--- src/shared/vfm_pkg.sv ---
package vfm_pkg;
    // Register offsets (byte addresses)
    localparam logic [7:0] OFS_CTRL = 8'h00;
    localparam logic [7:0] OFS_NOISE = 8'h04;
    localparam logic [7:0] OFS_FRZ_DUR = 8'h08;
    localparam logic [7:0] OFS_BLK_DUR = 8'h0c;
    localparam logic [7:0] OFS_POLL = 8'h10;
    localparam logic [7:0] OFS_STAMP = 8'h14;
    localparam logic [7:0] OFS_STATUS = 8'h18;
    localparam logic [7:0] OFS_IRQ_STAT = 8'h1c;
    localparam logic [7:0] OFS_IRQ_MASK = 8'h20;
    localparam logic [7:0] OFS_CMD = 8'h24;
    // CTRL fields
    localparam int CTRL_FAULT_LOG_BIT = 0;
    localparam int CTRL_STATUS_LOG_BIT = 1;
    localparam int CTRL_STAMP_VITC_BIT = 2;
    // CMD fields (write-only pulses)
    localparam int CMD_QUERY_BIT = 0;
    localparam int CMD_CLEAR_BIT = 1;
    // Interrupt status fields
    localparam int IRQ_FRZ_BIT = 0;
    localparam int IRQ_BLK_BIT = 1;
    localparam int IRQ_MSG_BIT = 2;
    // Limits and defaults
    localparam logic [3:0] NOISE_MIN = 4'h1;
    localparam logic [3:0] NOISE_MAX = 4'ha;
    localparam logic [3:0] NOISE_RST = 4'h9;
    localparam logic [9:0] FRZ_MIN = 10'h006;
    localparam logic [9:0] FRZ_MAX = 10'h386;
    localparam logic [9:0] FRZ_RST = 10'h12e;
    localparam logic [9:0] BLK_MIN = 10'h004;
    localparam logic [9:0] BLK_MAX = 10'h384;
    localparam logic [9:0] BLK_RST = 10'h058;
    localparam logic [5:0] POLL_MIN = 6'h01;
    localparam logic [5:0] POLL_MAX = 6'h3c;
    localparam logic [5:0] POLL_RST = 6'h01;
    // Stamp clock: frames per second, last second or minute value, last hour value
    localparam logic [7:0] STAMP_FPS = 8'h1e;
    localparam logic [7:0] STAMP_SEC_LAST = 8'h3b;
    localparam logic [7:0] STAMP_HOUR_LAST = 8'h17;
    // Black level 7 IRE on a 10-bit luma scale (64 = 0 IRE, 940 = 100 IRE)
    localparam int BLACK_IRE = 7;
    localparam logic [9:0] LUMA_ZERO = 10'h040;
    localparam logic [9:0] LUMA_SPAN = 10'h36c;
    localparam logic [9:0] BLACK_LEVEL = LUMA_ZERO + 10'((BLACK_IRE * int'(LUMA_SPAN)) / 100);
    // Activity per threshold step, scaled so step 10 sits at about 40 dB SNR
    localparam logic [23:0] NOISE_STEP = 24'h000400;
    // Clock and time base
    localparam int CLK_HZ = 250_000_000;
    localparam int MINUTE_S = 60;
    localparam int SECOND_TICKS = CLK_HZ;
    // Message kinds
    typedef enum logic [1:0] {VFM_MSG_STATUS, VFM_MSG_FAULT} vfm_msg_e;
endpackage

--- src/hdl/vfm_dur_detect.sv ---
// Counts consecutive frames meeting a condition and raises a fault at the limit
module vfm_dur_detect (
    input wire logic ref_clk,
    input wire logic rst,
    input wire logic frame_end,
    input wire logic cond,
    input wire logic [9:0] limit,
    input wire logic clear,
    output logic fault
);
    logic [9:0] cnt_ff;
    logic fault_ff;

    // Only consecutive qualifying frames accumulate; any other frame restarts
    always_ff @(posedge ref_clk or posedge rst) begin
        if (rst) begin
            cnt_ff <= 10'h000;
        end else if (clear) begin
            cnt_ff <= 10'h000;
        end else if (frame_end) begin
            if (!cond) begin
                cnt_ff <= 10'h000;
            end else if (cnt_ff < limit) begin
                cnt_ff <= cnt_ff + 10'h001;
            end
        end
    end

    // Fault holds while the condition persists, drops on a clean frame or clear
    always_ff @(posedge ref_clk or posedge rst) begin
        if (rst) begin
            fault_ff <= 1'b0;
        end else if (clear) begin
            fault_ff <= 1'b0;
        end else if (frame_end) begin
            fault_ff <= cond && (cnt_ff + 10'h001 >= limit);
        end
    end

    assign fault = fault_ff;

    a_fault_needs_cond: assert property (@(posedge ref_clk) disable iff (rst)
        (frame_end && !cond && !clear) |=> !fault) else $error("Fault set after clean frame");
    a_clear_drops_fault: assert property (@(posedge ref_clk) disable iff (rst)
        clear |=> !fault) else $error("Fault survived clear");
endmodule // vfm_dur_detect

--- src/hdl/vfm_stamp_clock.sv ---
// Free-running time-of-day clock: hh:mm:ss:ff, loadable by software
module vfm_stamp_clock (
    input wire logic ref_clk,
    input wire logic rst,
    input wire logic frame_end,
    input wire logic load,
    input wire logic [31:0] load_val,
    output logic [31:0] stamp
);
    logic [31:0] tc_ff;

    // Advances one frame per frame pulse; load takes priority
    always_ff @(posedge ref_clk or posedge rst) begin
        if (rst) begin
            tc_ff <= 32'h0000_0000;
        end else if (load) begin
            tc_ff <= load_val;
        end else if (frame_end) begin
            if (tc_ff[7:0] + 8'h01 < vfm_pkg::STAMP_FPS) begin
                tc_ff[7:0] <= tc_ff[7:0] + 8'h01;
            end else begin
                tc_ff[7:0] <= 8'h00;
                if (tc_ff[15:8] < vfm_pkg::STAMP_SEC_LAST) begin
                    tc_ff[15:8] <= tc_ff[15:8] + 8'h01;
                end else begin
                    tc_ff[15:8] <= 8'h00;
                    if (tc_ff[23:16] < vfm_pkg::STAMP_SEC_LAST) begin
                        tc_ff[23:16] <= tc_ff[23:16] + 8'h01;
                    end else begin
                        tc_ff[23:16] <= 8'h00;
                        tc_ff[31:24] <= (tc_ff[31:24] < vfm_pkg::STAMP_HOUR_LAST) ? tc_ff[31:24] + 8'h01 : 8'h00;
                    end
                end
            end
        end
    end

    assign stamp = tc_ff;

    a_load_takes: assert property (@(posedge ref_clk) disable iff (rst)
        load |=> stamp == $past(load_val)) else $error("Stamp load lost");
endmodule // vfm_stamp_clock

--- src/hdl/vfm_monitor.sv ---
// Video fault monitor and logger: freeze and black detection, status and fault messages
//
// Added by the designer: the address-and-strobe port and the placing of the registers.
module vfm_monitor (
    input wire logic REF_CLK,
    input wire logic RST,
    // Per-frame measurements from the video front end
    input wire logic FRAME_END,
    input wire logic [23:0] FRAME_ACTIVITY,
    input wire logic [9:0] PEAK_LUMA,
    input wire logic VITC_VALID,
    input wire logic [31:0] VITC_TIME,
    // Other status items reported verbatim
    input wire logic [15:0] STATUS_ITEMS,
    input wire logic EDH_AP_ERR,
    input wire logic EDH_FF_ERR,
    input wire logic AUDIO_FMT_ERR,
    // Register port
    input wire logic [7:0] REG_ADDR,
    input wire logic [31:0] REG_WDATA,
    input wire logic REG_WR,
    input wire logic REG_RD,
    output logic [31:0] REG_RDATA,
    // Message output towards the serial formatter, then the fault flags and the interrupt
    output logic MSG_VALID,
    input wire logic MSG_READY,
    output logic [1:0] MSG_KIND,
    output logic [31:0] MSG_STAMP,
    output logic [23:0] MSG_DATA,
    output logic FREEZE_FAULT,
    output logic BLACK_FAULT,
    output logic IRQ
);
    logic fault_log_en_ff;
    logic status_log_en_ff;
    logic stamp_vitc_ff;
    logic [3:0] noise_ff;
    logic [9:0] frz_dur_ff;
    logic [9:0] blk_dur_ff;
    logic [5:0] poll_ff;
    logic [2:0] irq_stat_ff;
    logic [2:0] irq_mask_ff;
    logic [31:0] rdata_ff;
    logic [27:0] sec_cnt_ff;
    logic [11:0] poll_sec_ff;
    logic poll_due_ff;
    logic query_pend_ff;
    logic fault_pend_ff;
    logic [1:0] last_faults_ff;
    logic msg_valid_ff;
    logic [1:0] msg_kind_ff;
    logic [31:0] msg_stamp_ff;
    logic [23:0] msg_data_ff;
    logic wr_ctrl, wr_cmd, wr_stamp, clear_cmd, query_cmd;
    logic frz_cond, blk_cond, frz_fault, blk_fault;
    logic [31:0] free_stamp;
    logic fault_change, msg_take;

    // Clamp a written value into its legal range
    function automatic logic [9:0] clamp10(input logic [9:0] v, input logic [9:0] lo, input logic [9:0] hi);
        clamp10 = (v < lo) ? lo : ((v > hi) ? hi : v);
    endfunction

    assign wr_ctrl = REG_WR && (REG_ADDR == vfm_pkg::OFS_CTRL);
    assign wr_cmd = REG_WR && (REG_ADDR == vfm_pkg::OFS_CMD);
    assign wr_stamp = REG_WR && (REG_ADDR == vfm_pkg::OFS_STAMP);
    assign clear_cmd = wr_cmd && REG_WDATA[vfm_pkg::CMD_CLEAR_BIT];
    assign query_cmd = wr_cmd && REG_WDATA[vfm_pkg::CMD_QUERY_BIT];

    // Control bits: both logs off from reset
    always_ff @(posedge REF_CLK or posedge RST) begin
        if (RST) begin
            fault_log_en_ff <= 1'b0;
            status_log_en_ff <= 1'b0;
            stamp_vitc_ff <= 1'b0;
        end else if (wr_ctrl) begin
            fault_log_en_ff <= REG_WDATA[vfm_pkg::CTRL_FAULT_LOG_BIT];
            status_log_en_ff <= REG_WDATA[vfm_pkg::CTRL_STATUS_LOG_BIT];
            stamp_vitc_ff <= REG_WDATA[vfm_pkg::CTRL_STAMP_VITC_BIT];
        end
    end

    // Settings, field bits clamped so out-of-range field values land on the nearest limit; higher write bits are dropped
    always_ff @(posedge REF_CLK or posedge RST) begin
        if (RST) begin
            noise_ff <= vfm_pkg::NOISE_RST;
            frz_dur_ff <= vfm_pkg::FRZ_RST;
            blk_dur_ff <= vfm_pkg::BLK_RST;
            poll_ff <= vfm_pkg::POLL_RST;
        end else if (REG_WR) begin
            if (REG_ADDR == vfm_pkg::OFS_NOISE) begin
                noise_ff <= 4'(clamp10({6'h00, REG_WDATA[3:0]}, {6'h00, vfm_pkg::NOISE_MIN},
                    {6'h00, vfm_pkg::NOISE_MAX}));
            end
            if (REG_ADDR == vfm_pkg::OFS_FRZ_DUR) begin
                frz_dur_ff <= clamp10(REG_WDATA[9:0], vfm_pkg::FRZ_MIN, vfm_pkg::FRZ_MAX);
            end
            if (REG_ADDR == vfm_pkg::OFS_BLK_DUR) begin
                blk_dur_ff <= clamp10(REG_WDATA[9:0], vfm_pkg::BLK_MIN, vfm_pkg::BLK_MAX);
            end
            if (REG_ADDR == vfm_pkg::OFS_POLL) begin
                poll_ff <= 6'(clamp10({4'h0, REG_WDATA[5:0]}, {4'h0, vfm_pkg::POLL_MIN},
                    {4'h0, vfm_pkg::POLL_MAX}));
            end
        end
    end

    // Activity at or under noise floor counts toward freeze; peak under 7 IRE toward black
    assign frz_cond = FRAME_ACTIVITY <= 24'(noise_ff) * vfm_pkg::NOISE_STEP;
    assign blk_cond = PEAK_LUMA < vfm_pkg::BLACK_LEVEL;

    vfm_dur_detect u_freeze (
        .ref_clk(REF_CLK),
        .rst(RST),
        .frame_end(FRAME_END),
        .cond(frz_cond),
        .limit(frz_dur_ff),
        .clear(clear_cmd),
        .fault(frz_fault)
    );

    vfm_dur_detect u_black (
        .ref_clk(REF_CLK),
        .rst(RST),
        .frame_end(FRAME_END),
        .cond(blk_cond),
        .limit(blk_dur_ff),
        .clear(clear_cmd),
        .fault(blk_fault)
    );

    vfm_stamp_clock u_stamp (
        .ref_clk(REF_CLK),
        .rst(RST),
        .frame_end(FRAME_END),
        .load(wr_stamp),
        .load_val(REG_WDATA),
        .stamp(free_stamp)
    );

    assign FREEZE_FAULT = frz_fault;
    assign BLACK_FAULT = blk_fault;

    // One-second tick from the reference clock; seconds count toward the poll interval
    always_ff @(posedge REF_CLK or posedge RST) begin
        if (RST) begin
            sec_cnt_ff <= 28'h0000000;
            poll_sec_ff <= 12'h000;
            poll_due_ff <= 1'b0;
        end else begin
            poll_due_ff <= 1'b0;
            if (sec_cnt_ff == 28'(vfm_pkg::SECOND_TICKS - 1)) begin
                sec_cnt_ff <= 28'h0000000;
                if (poll_sec_ff + 12'h001 >= 12'(poll_ff) * 12'(vfm_pkg::MINUTE_S)) begin
                    poll_sec_ff <= 12'h000;
                    poll_due_ff <= status_log_en_ff;
                end else begin
                    poll_sec_ff <= poll_sec_ff + 12'h001;
                end
            end else begin
                sec_cnt_ff <= sec_cnt_ff + 28'h0000001;
            end
        end
    end

    // Fault change detection against the fault pair stored at the last change, whether logged or not
    assign fault_change = {frz_fault, blk_fault} != last_faults_ff;
    assign msg_take = msg_valid_ff && MSG_READY;

    // Pending requests; a new request wins over the clear of the same cycle
    always_ff @(posedge REF_CLK or posedge RST) begin
        if (RST) begin
            query_pend_ff <= 1'b0;
            last_faults_ff <= 2'b00;
            fault_pend_ff <= 1'b0;
        end else begin
            if (query_cmd || poll_due_ff) begin
                query_pend_ff <= 1'b1;
            end else if (!msg_valid_ff && !fault_pend_ff) begin
                query_pend_ff <= 1'b0;
            end
            if (fault_change) begin
                last_faults_ff <= {frz_fault, blk_fault};
                fault_pend_ff <= fault_log_en_ff;
            end else if (!msg_valid_ff) begin
                fault_pend_ff <= 1'b0;
            end
        end
    end

    // Message launcher: fault messages take priority over status reports
    always_ff @(posedge REF_CLK or posedge RST) begin
        if (RST) begin
            msg_valid_ff <= 1'b0;
            msg_kind_ff <= 2'h0;
            msg_stamp_ff <= 32'h0000_0000;
            msg_data_ff <= 24'h000000;
        end else if (msg_take || !msg_valid_ff) begin
            msg_valid_ff <= 1'b0;
            if (fault_pend_ff && !msg_take) begin
                msg_valid_ff <= 1'b1;
                msg_kind_ff <= vfm_pkg::VFM_MSG_FAULT;
                msg_stamp_ff <= (stamp_vitc_ff && VITC_VALID) ? VITC_TIME : free_stamp;
                msg_data_ff <= {22'h000000, last_faults_ff};
            end else if (query_pend_ff && !msg_take) begin
                msg_valid_ff <= 1'b1;
                msg_kind_ff <= vfm_pkg::VFM_MSG_STATUS;
                msg_stamp_ff <= free_stamp;
                msg_data_ff <= {STATUS_ITEMS, EDH_AP_ERR, EDH_FF_ERR, AUDIO_FMT_ERR, 3'h0,
                    frz_fault, blk_fault};
            end
        end
    end

    assign MSG_VALID = msg_valid_ff;
    assign MSG_KIND = msg_kind_ff;
    assign MSG_STAMP = msg_stamp_ff;
    assign MSG_DATA = msg_data_ff;

    // Sticky interrupt bits, write one to clear; a new event wins over the clear
    always_ff @(posedge REF_CLK or posedge RST) begin
        if (RST) begin
            irq_stat_ff <= 3'h0;
            irq_mask_ff <= 3'h0;
        end else begin
            for (int i = 0; i < 3; i++) begin
                if (REG_WR && REG_ADDR == vfm_pkg::OFS_IRQ_STAT && REG_WDATA[i]) begin
                    irq_stat_ff[i] <= 1'b0;
                end
            end
            if (frz_fault && !last_faults_ff[1]) begin
                irq_stat_ff[vfm_pkg::IRQ_FRZ_BIT] <= 1'b1;
            end
            if (blk_fault && !last_faults_ff[0]) begin
                irq_stat_ff[vfm_pkg::IRQ_BLK_BIT] <= 1'b1;
            end
            if (msg_take) begin
                irq_stat_ff[vfm_pkg::IRQ_MSG_BIT] <= 1'b1;
            end
            if (REG_WR && REG_ADDR == vfm_pkg::OFS_IRQ_MASK) begin
                irq_mask_ff <= REG_WDATA[2:0];
            end
        end
    end

    assign IRQ = |(irq_stat_ff & irq_mask_ff);

    // Read data one cycle after the strobe; unmapped offsets read zero
    always_ff @(posedge REF_CLK or posedge RST) begin
        if (RST) begin
            rdata_ff <= 32'h0000_0000;
        end else if (REG_RD) begin
            unique case (REG_ADDR)
                vfm_pkg::OFS_CTRL: rdata_ff <= {29'h0, stamp_vitc_ff, status_log_en_ff, fault_log_en_ff};
                vfm_pkg::OFS_NOISE: rdata_ff <= {28'h0, noise_ff};
                vfm_pkg::OFS_FRZ_DUR: rdata_ff <= {22'h0, frz_dur_ff};
                vfm_pkg::OFS_BLK_DUR: rdata_ff <= {22'h0, blk_dur_ff};
                vfm_pkg::OFS_POLL: rdata_ff <= {26'h0, poll_ff};
                vfm_pkg::OFS_STAMP: rdata_ff <= free_stamp;
                vfm_pkg::OFS_STATUS: rdata_ff <= {30'h0, frz_fault, blk_fault};
                vfm_pkg::OFS_IRQ_STAT: rdata_ff <= {29'h0, irq_stat_ff};
                vfm_pkg::OFS_IRQ_MASK: rdata_ff <= {29'h0, irq_mask_ff};
                default: rdata_ff <= 32'h0000_0000;
            endcase
        end else begin
            rdata_ff <= 32'h0000_0000;
        end
    end

    assign REG_RDATA = rdata_ff;

    a_logs_off_reset: assert property (@(posedge REF_CLK) disable iff (RST)
        $fell(RST) |-> !fault_log_en_ff && !status_log_en_ff) else $error("Log enabled after reset");
    a_query_sends: assert property (@(posedge REF_CLK) disable iff (RST)
        (query_cmd && !msg_valid_ff && !fault_change && !fault_pend_ff) |-> ##[1:3] MSG_VALID)
        else $error("Query gave no report");
    a_fault_msg_gated: assert property (@(posedge REF_CLK) disable iff (RST)
        (MSG_VALID && MSG_KIND == vfm_pkg::VFM_MSG_FAULT && !$past(MSG_VALID)) |-> $past(fault_log_en_ff, 2))
        else $error("Fault message while disabled");
    a_stamp_source: assert property (@(posedge REF_CLK) disable iff (RST)
        ($rose(MSG_VALID) && MSG_KIND == vfm_pkg::VFM_MSG_FAULT && $past(stamp_vitc_ff && VITC_VALID))
        |-> MSG_STAMP == $past(VITC_TIME)) else $error("Wrong stamp source");
    a_noise_range: assert property (@(posedge REF_CLK) disable iff (RST)
        noise_ff >= vfm_pkg::NOISE_MIN && noise_ff <= vfm_pkg::NOISE_MAX) else $error("Noise out of range");
    a_poll_range: assert property (@(posedge REF_CLK) disable iff (RST)
        poll_ff >= vfm_pkg::POLL_MIN && poll_ff <= vfm_pkg::POLL_MAX) else $error("Poll out of range");
endmodule // vfm_monitor

--- config.mk ---
export PLATFORM = sky130hd
export DESIGN_NAME = vfm_monitor
export DESIGN_NICKNAME = d
export VERILOG_FILES = /design/src/shared/vfm_pkg.sv /design/src/hdl/vfm_dur_detect.sv /design/src/hdl/vfm_stamp_clock.sv /design/src/hdl/vfm_monitor.sv
export SDC_FILE = /design/constraint.sdc
export NUM_CORES = 1
export LEC_CHECK = 0
export BUFFER_PORTS_ARGS = -buffer_cell sky130_fd_sc_hd__clkbuf_2
export CAP_MARGIN = 20
export CORE_MARGIN = 2
export CORE_UTILIZATION = 61
export DETAILED_ROUTE_END_ITERATION = 16
export PLACE_DENSITY = 0.93
export SETUP_SLACK_MARGIN = 0.05
export SLEW_MARGIN = 40
export SYNTH_ARGS = -nofsm -noshare
export SYNTH_HDL_FRONTEND = slang
export SYNTH_SLANG_ARGS = --single-unit
--- constraint.sdc ---
create_clock -name REF_CLK -period 12.6 [get_ports REF_CLK]
set_input_delay 0.63 -clock REF_CLK [delete_from_list [all_inputs] [get_ports REF_CLK]]
set_output_delay 0.63 -clock REF_CLK [all_outputs]
set_load 0.01 [all_outputs]
# Yosys cells after proc, flatten, opt, wreduce, memory -nomap -nowiden
# Cells that the tools add are included.
# totals
regBits,229
inputBits,132
out_inout_bits,94
elab_cells,175
# op_classes
n_addsub,8
multipliers,1
n_lt_le_gt_ge,19
eq_ne,17
n_mux,54
bitwise,1
n_reduce_logical,45
# ops
op,n
32-bit one-hot mux with 9 select lines,1
32-bit 2-to-1 mux,6
10-bit 2-to-1 mux,12
24-bit 2-to-1 mux,3
8-bit 2-to-1 mux,5
8-bit by 1-bit adder with 8-bit output (second input constant),4
8-bit by 5-bit == test with 1-bit output (second input constant),4
28-bit by 1-bit adder with 28-bit output (second input constant),1
28-bit == test (second input constant),1
28-bit 2-to-1 mux,1
24-bit by 14-bit <= comparator with 1-bit output,1
10-bit by 1-bit adder with 10-bit output (second input constant),2
10-bit >= comparator,2
10-bit greater-than comparator (second input constant),2
10-bit less-than comparator,2
10-bit by 3-bit less-than comparator with 1-bit output (second input constant),2
1-bit logical AND,19
1-bit 2-to-1 mux,18
8-bit by 4-bit == test with 1-bit output (second input constant),2
8-bit by 6-bit == test with 1-bit output (second input constant),2
8-bit by 5-bit less-than comparator with 1-bit output (second input constant),2
8-bit by 6-bit less-than comparator with 1-bit output (second input constant),2
16-bit 2-to-1 mux,1
2-bit AND reduction,8
other kinds (24),42

# Depth between registers and ports, before layout
# Gate-level depths: netlist of run 1.
# depth
ltp_word,7
depth_mapped,17
ltp_nobuf,17

# Hierarchy
# Synthesis of run 1 repeated with hierarchy kept, for this count alone.
# hier_totals
hier_cells,1300
hier_area_um2,13005.0
# by_module_without_submodules
module,instances,cells_each,area_per_inst_um2,seq_area_each_um2
vfm_monitor,1,835,8710.9,4292.9
vfm_dur_detect,2,134,1206.2,275.3
vfm_stamp_clock,1,197,1881.8,800.8

# Worst setup path after synthesis of run 1
# OpenSTA, ideal clock, no wires.
# synth_timing
kind,flip-flop to flip-flop
from,register poll_ff[3]
to,register poll_sec_ff[0]
setup_time_ps,68
arrival_time_ps,4230
required_ps,12532
setup_slack_ps,8302
path_stages_with_launch,17
path_buffers,0
period_less_slack_ps,4298
cell_sequence,dfrtp_1 -> inv_1 -> fa_1 -> fa_1 -> inv_1 -> ha_1 -> a21oi_1 -> nand2b_1 -> a21oi_1 -> o41ai_1 -> xor2_1 -> ha_1 -> nand4_1 -> a21oi_1 -> a221o_1 -> nor4_2 -> mux2_2
# synth_between
elab_chain_cells,3
# synth_rtl
element,line,rtl
start: declaration,vfm_monitor.sv:40,logic [5:0] poll_ff;
start signal: assignment,vfm_monitor.sv:89,poll_ff <= vfm_pkg::POLL_RST;
start signal: assignment,vfm_monitor.sv:102,"poll_ff <= 6'(clamp10({4'h0, REG_WDATA[5:0]}, {4'h0, vfm_pkg::POLL_MIN},"
6-bit by 4-bit multiplier with 10-bit output,vfm_monitor.sv:154,if (poll_sec_ff + 12'h001 >= 12'(poll_ff) * 12'(vfm_pkg::MINUTE_S)) begin
12-bit >= comparator,vfm_monitor.sv:154,
12-bit 2-to-1 mux,vfm_monitor.sv:154,
end signal: assignment,vfm_monitor.sv:158,poll_sec_ff <= poll_sec_ff + 12'h001;
end: declaration,vfm_monitor.sv:45,logic [11:0] poll_sec_ff;
# Every way passes these cells.
# A chain may end at the register's enable or synchronous reset.

# Worst setup path after layout of run 1
# Ends and elaborated chain as after synthesis.

==> results of run 1 <==
==> area by class of cell <==
type                    count  area share
diodes                      2    0.000340
well taps                 270      0.0230
clock buffers              37      0.0504
flip-flops and latches    225       0.384
clock inverters             9      0.0104
inverters                  65      0.0171
multi-input cells         905       0.434
repair buffers            231      0.0809
==> Yosys cell counts (6+ instances only) <==
cell type    n
o21a_1       6
xnor2_1     23
a31oi_1     13
nand2b_1    11
or2_2        8
a222oi_1     7
nand2_1    128
o211ai_1     7
and3_1      45
fa_1         9
nand4_1     19
nor4_1       9
inv_1       65
nand3_1     41
nor3_1      20
xor2_1      29
nor2b_1     11
ha_1        78
a21o_1       9
a22oi_1     10
and2_1      17
mux2_2      19
nor2_1      68
dfrtp_1    214
clkbuf_1    43
mux2i_1     37
a21oi_1     47
dfstp_2     11
o21ai_0     90
buf_2        7
a22o_1      53
==> routing by layer <==
metal	up-vias	part of all wire	GRT usage
li1	4917	-	-
met4	0	0.057	0.171
met1	5346	0.35	0.412
met3	201	0.10	0.0630
met2	799	0.49	0.583
met5	-	0	0
==> sequential cells by signal (all words and copies together) (netlist names), 2 cells and up <==
name,count
MSG_STAMP,32
REG_RDATA,32
u_stamp.stamp,32
sec_cnt_ff,28
MSG_DATA,21
poll_sec_ff,12
blk_dur_ff,10
frz_dur_ff,10
u_black.cnt_ff,10
u_freeze.cnt_ff,10
poll_ff,6
noise_ff,4
irq_mask_ff,3
irq_stat_ff,3
last_faults_ff,2
==> power groups by stage <==
stage	combinational, uW	clock, uW	sequential [uW]
finish	406	801	932
global route	442	831	939
CTS	401	795	926
detailed placement	388	0	931
global placement	366	0	922
floorplan	202	0	931
==> metrics by stage <==
stage                     total power [uW]  cells
after floorplan                       1130   1250
after global placement                1290   1696
after detailed placement              1320   1696
after CTS                             2120   1742
after global routing                  2210   1744
final                                 2140   1744
==> cells by family (layout without fill, tap and decap cells) <==
kind of cell               Yosys count  after routing  share of synthesized area
adders and majority gates           87             87                     0.0929
other                                1              6                   0.000301
AOI/OAI and AO/OA                  296            296                      0.162
buffers and inverters              120            342                     0.0381
and+or+nand+nor                    408            408                      0.166
muxes                               58             58                     0.0506
xor gates and xnor gates            52             52                     0.0366
DFF                                225            225                      0.454
==> final timing paths <==
| path | startpoint | endpoint | slack, ns | depth (start not counted) |
|---|---|---|---|---|
| setup reg to reg | poll_ff[3] | poll_sec_ff[0] | 7.83 | 16 |
| min in group REF_CLK | STATUS_ITEMS[3] | MSG_DATA[11] | 0.31 | 2 |
| setup / recovery | poll_ff[3] | poll_sec_ff[0] | 7.83 | 16 |
| max in group asynchronous | RST | poll_ff[3] | 11.28 | 3 |
| hold reg to reg | MSG_STAMP[25] | MSG_STAMP[25] | 0.48 | 2 |
| hold / removal | RST | MSG_DATA[19] | 0.23 | 2 |
==> worst max-delay path: cells and delay by family (launching register included) <==
family / cells / cell delay [ns]
buf+inv: 2 / 0.26
simple gates: 3 / 0.75
xor+xnor: 1 / 0.22
fa+ha+maj: 4 / 1.60
compound gates: 5 / 1.15
flops: 1 / 0.45
mux: 1 / 0.27
==> out/metrics.cfg, run 1 <==
[run_status]
status=complete, no violations

[timing]
fin_crit_sh=0.379
finalMaxSlewViolations=0
slew_headroom=0.442
hold_violations=0
rsz0062_at_grt=false
setup-tns-final_ns=0
whs_ns=0.228
finalClockSkew_ns=0.0158
max_freq_mhz=209
min_period_ns=4.77
worst_slack_ns=7.83
finalSetupViolCount=0
tightest_slew_ns=0.836

[pwr]
swShare=0.307
p_clk_frac=0.374
irDropWorstVdd_mv=0.106
internal_power_uw=1480
seq_power_share=0.436
p_leak_uw=0.00727
power_frac_comb=0.190
switching_power_uw=656
power_density_nw_per_um2=145

[die]
die_x_um=147
die_height_um=147
die_area_um2=21600
ios=226
core_region_area_um2=20100
start_util=0.619
rows=52

[cts]
clk_latency_ns=0.54
cts_resized=0
cts_max_level=1
cts_buffers=25
cts_hold_buf=0
clock-sinks=225
clk_root_buffer_cell=clkbuf_16
cts_tree=built
clock_path_buffers=3
postCtsSetupBuffers=0
path_clk_slew_ns=0.06

[route]
drc=0
antenna_left=0
first_iter_violations=1468
num_vias=11300
drt_pass1_iterations=6
postRouteWirelength_mm=37.2
routedWlPerCell_um=21.3
viasPerCell=6.46

[synthesis]
netlist.area_leader.share=0.430
avgSynthCellArea_um2=9.98
syn_area_um2=12400
synth_warnings=0
yosys_most_used_dff=dfrtp_1
synth_edf_count=0
synth.largest_area_cell=dfrtp_1
ys_types=77
ys_ff_latch=225
syn_inst=1247
synthArstFlopShare=1.00
ys_seq_area_frac=0.454
synth_area_leaders=dfrtp_1, ha_1, nand2_1

[critical_path]
end_kind=register
critPathLaunchType=register
critPathKind=reg2reg
critical_path.cell_chain=inv_1 > fa_1 > fa_1 > inv_1 > ha_1 > a21oi_1 > nand2b_1 > a21oi_1 > o41ai_1 > xor2_1 > ha_1 > nand4_1 > a21oi_1 > a221o_1 > nor4_4 > mux2_2
slowest_delay_ns=0.53
crit_required_ns=13.06
cp.arrival_ns=5.24
critical_path.most_common_cell=a21oi_1
critPathMaxFanout=10
timing.critical_path.slowest_stage_cell=nor4_4

[final_layout]
fill_cells=1256
multi_input_area_um2=6380
stdcell_area_um2=14700
final_common_cell=clkbuf_2
final_util=0.731
drive_gt1_frac=0.224
final_cell_mix=clkbuf_2, dfrtp_1, nand2_1
seqCellArea_um2=5640
layout-area-overhead-vs-synth_pct=18.1
fin_nets=1672

[placed_design]
gp_congestion=0.923
dpl.hpwl_mm=24.9
io_buffer_count=221
place_ws_ns=7.65
placed_area_um2=13800

[global_routing]
track_usage=0.340
overflow=0
grt_pass1_wl_mm=58.8
antenna_found_initial=2
grt_pass1_vias=11400
grt_max_degree=101

[worst_hold_path]
hold_path.class=in2async

[run]
cap_violations=0

Power figures use the tool's default switching activity.
==> run 2, diff against run 1 <==
--- a/config.mk
+++ b/config.mk
@@ -8,9 +8,9 @@
 export BUFFER_PORTS_ARGS = -buffer_cell sky130_fd_sc_hd__clkbuf_2
 export CAP_MARGIN = 20
 export CORE_MARGIN = 2
-export CORE_UTILIZATION = 61
+export CORE_UTILIZATION = 57
 export DETAILED_ROUTE_END_ITERATION = 16
-export PLACE_DENSITY = 0.93
+export PLACE_DENSITY = 0.88
 export SETUP_SLACK_MARGIN = 0.05
 export SLEW_MARGIN = 40
 export SYNTH_ARGS = -nofsm -noshare
==> constraint.sdc (replaced) <==
create_clock -name REF_CLK -period 4.4 [get_ports REF_CLK]
set_input_delay 0.22 -clock REF_CLK [delete_from_list [all_inputs] [get_ports REF_CLK]]
set_output_delay 0.22 -clock REF_CLK [all_outputs]
set_load 0.01 [all_outputs]
==> run 2 against run 1 <==
  * The flow now finishes with violations (hold timing)
  * Cell area increased by 4.1%
  * Register-to-register slack got worse by 7.7 ns
  * Clock skew increased by 0.0033 ns
  * Cell count increased by 4.1%
  * First-iteration DRC count decreased by 17%
  * Core utilization decreased by 2.3 points
  * Sequential share of layout area decreased by 1.5 points
  * Power increased to 2.8 times the previous value
==> out/metrics.cfg, run 2 (same netlist as run 1, synthesis figures left out) <==
[cts]
clock-sinks=225  ; unchanged
clock_path_buffers=3  ; unchanged
cts_buffers=25  ; unchanged
clk_latency_ns=0.55  ; about the same
cts_tree=built
clk_root_buffer_cell=clkbuf_16
cts_max_level=1  ; unchanged
path_clk_slew_ns=0.06  ; about the same

[final_layout]
fin_cells=1816  ; +4.1%
drive_gt1_frac=0.229  ; +0.00433
layout-area-overhead-vs-synth_pct=23.0
num_antenna_cells=0  ; -2
fin_nets=1737  ; +3.9%
final_util=0.708  ; -0.0233
final_common_cell=clkbuf_2
final_cell_mix=clkbuf_2, dfrtp_1, nand2_1

[route]
viasPerCell=6.31  ; -2.4%
first_iter_violations=1225  ; -17%
drc=0  ; unchanged
num_vias=11500  ; +1.7%
postRouteWirelength_mm=37.2  ; unchanged
routedWlPerCell_um=20.5  ; -4.0%
drt_pass1_iterations=8  ; +2
antenna_left=0  ; unchanged

[critical_path]
critPathKind=reg2reg
startpoint=poll_ff[0]
critical_path.most_common_cell=fa_1
path_depth=17  ; +1
timing.rr.start=poll_ff[0]
rrSetupSlack_ns=0.15  ; -7.67 ns
critPathMaxFanout=6  ; -4
critPathBufInv=2  ; unchanged
crit_required_ns=4.87  ; -8.19 ns
rr_worst_depth=17  ; +1
end_kind=register
cp.arrival_ns=4.71  ; -0.53 ns
timing.critical_path.slowest_stage_cell=dfstp_2
timing.rr.end=poll_sec_ff[0]
critical_path.cell_chain=fa_1 > fa_1 > inv_1 > fa_2 > nor2b_1 > o21ai_2 > a21oi_2 > o21ai_1 > nand2b_1 > xnor2_2 > ha_1 > nand4_1 > a21oi_1 > a221o_2 > nor4_4 > buf_4 > mux2_2
slowest_delay_ns=0.56  ; +0.03 ns
cp_top_family=adder cells
critPathLaunchType=register
crit_end=poll_sec_ff[0]

[pwr]
total_power_uw=5960  ; +180%
p_leak_uw=0.00753  ; +3.6%
power_density_nw_per_um2=390  ; +170%
irDropWorstVdd_mv=0.279  ; +160%

[run]
cap_violations=0  ; unchanged

[die]
ios=226  ; unchanged
start_util=0.576  ; -0.0434
die_x_um=152  ; +3.4%
rows=54  ; +3.8%
die_area_um2=23000  ; +6.8%
core_region_area_um2=21600  ; +7.5%
die_height_um=152  ; +3.4%

[timing]
whs_ns=-0.00366  ; -0.231 ns
finalSetupViolCount=0  ; unchanged
slew_headroom=0.398  ; -0.0439
max_freq_mhz=236  ; +12%
finalClockSkew_ns=0.0190  ; +0.00327 ns
finalMaxSlewViolations=0  ; unchanged
tightest_slew_ns=0.895  ; +0.0582 ns
rsz0062_at_grt=true
hold_violations=1  ; +1
min_period_ns=4.25  ; -0.529 ns
fin_crit_sh=0.965  ; +0.586

[global_routing]
grt_pass1_vias=11300  ; -0.77%
grt_pass1_wl_mm=57.0  ; -3.1%
track_usage=0.314  ; -0.0252
grt_max_degree=158  ; +56%
antenna_found_initial=0  ; -2
overflow=0  ; unchanged

[run_status]
violations=hold timing
status=finished, violations left

[placed_design]
gp_congestion=0.933  ; +1.1%
dpl.hpwl_mm=24.6  ; -1.2%
place_inst=1710  ; +0.83%
io_buffer_count=221  ; unchanged

[worst_hold_path]
hold_path.class=in2reg

[run 2: cell types whose count changed in the layout (fill, tap and decap cells not counted), moves of 3 or more]
cell / delta
a21oi_1: -3
a21oi_2: +3
buf_4: +12
bufinv_16: -3
clkbuf_1: +3
dlygate4sd3_1: +53
[run 2: cell type report]
cell class | instances | area, um2
clock buffers | 38 | 724
clock inverters | 7 | 77.6
fillers | 1446 | 6310
inverters | 65 | 248
multi-input cells | 905 | 6420
flip-flops and latches | 225 | 5650
well taps | 280 | 350
repair buffers | 296 | 1830
[run 2: tightest hold or removal path: stages]
cell	delay, ns
clkbuf_2	0.08
mux2i_1	0.05
o21ai_0	0.15
[run 2: worst min-delay path by stage]
stage	start	end	slack [ns]	depth (start not counted)
2_1_floorplan	MSG_READY	MSG_VALID	0.31	1
3_3_place_gp	RST	REG_RDATA[4]	0.30	2
3_5_place_dp	RST	REG_RDATA[3]	0.32	2
4_1_cts	REG_WDATA[16]	u_stamp.stamp[16]	0.002	4
5_1_grt	REG_WDATA[28]	u_stamp.stamp[28]	0.01	3
6_report	VITC_TIME[22]	MSG_STAMP[22]	-0.004	3
[run 2: what timing repair did]
action	4_1_cts	5_1_grt
setup endpoints to repair	10	11
hold buffers	53	0
gates cloned	0	1
gates resized for setup	2	17
endpoints found under the hold margin	75	0
pin swaps	0	1
buffers inserted	0	6
[run 2: metrics by stage]
stage	cell area, um2	setup WS (ns)	setup TNS, ns
5_1_grt	15300	-0.0465	-0.195
2_1_floorplan	12500	0.102	0
3_5_place_dp	13800	0.0338	0
4_1_cts	15200	0.0796	0
3_3_place_gp	13800	0.212	0
6_report	15300	0.154	0
[run 2: layer usage]
metal,global-route usage,wire length [um],up-vias
li1,-,-,5037
met3,0.0602,3410,200
met2,0.514,17900,697
met5,0,0,-
met1,0.396,13700,5518
met4,0.169,2150,0
[run 2: power breakdown]
part	internal [uW]	leakage [uW]	switching (uW)
Combinational	540	0.00419	677
Sequential	2360	0.00295	315
Clock	1200	0.000393	878
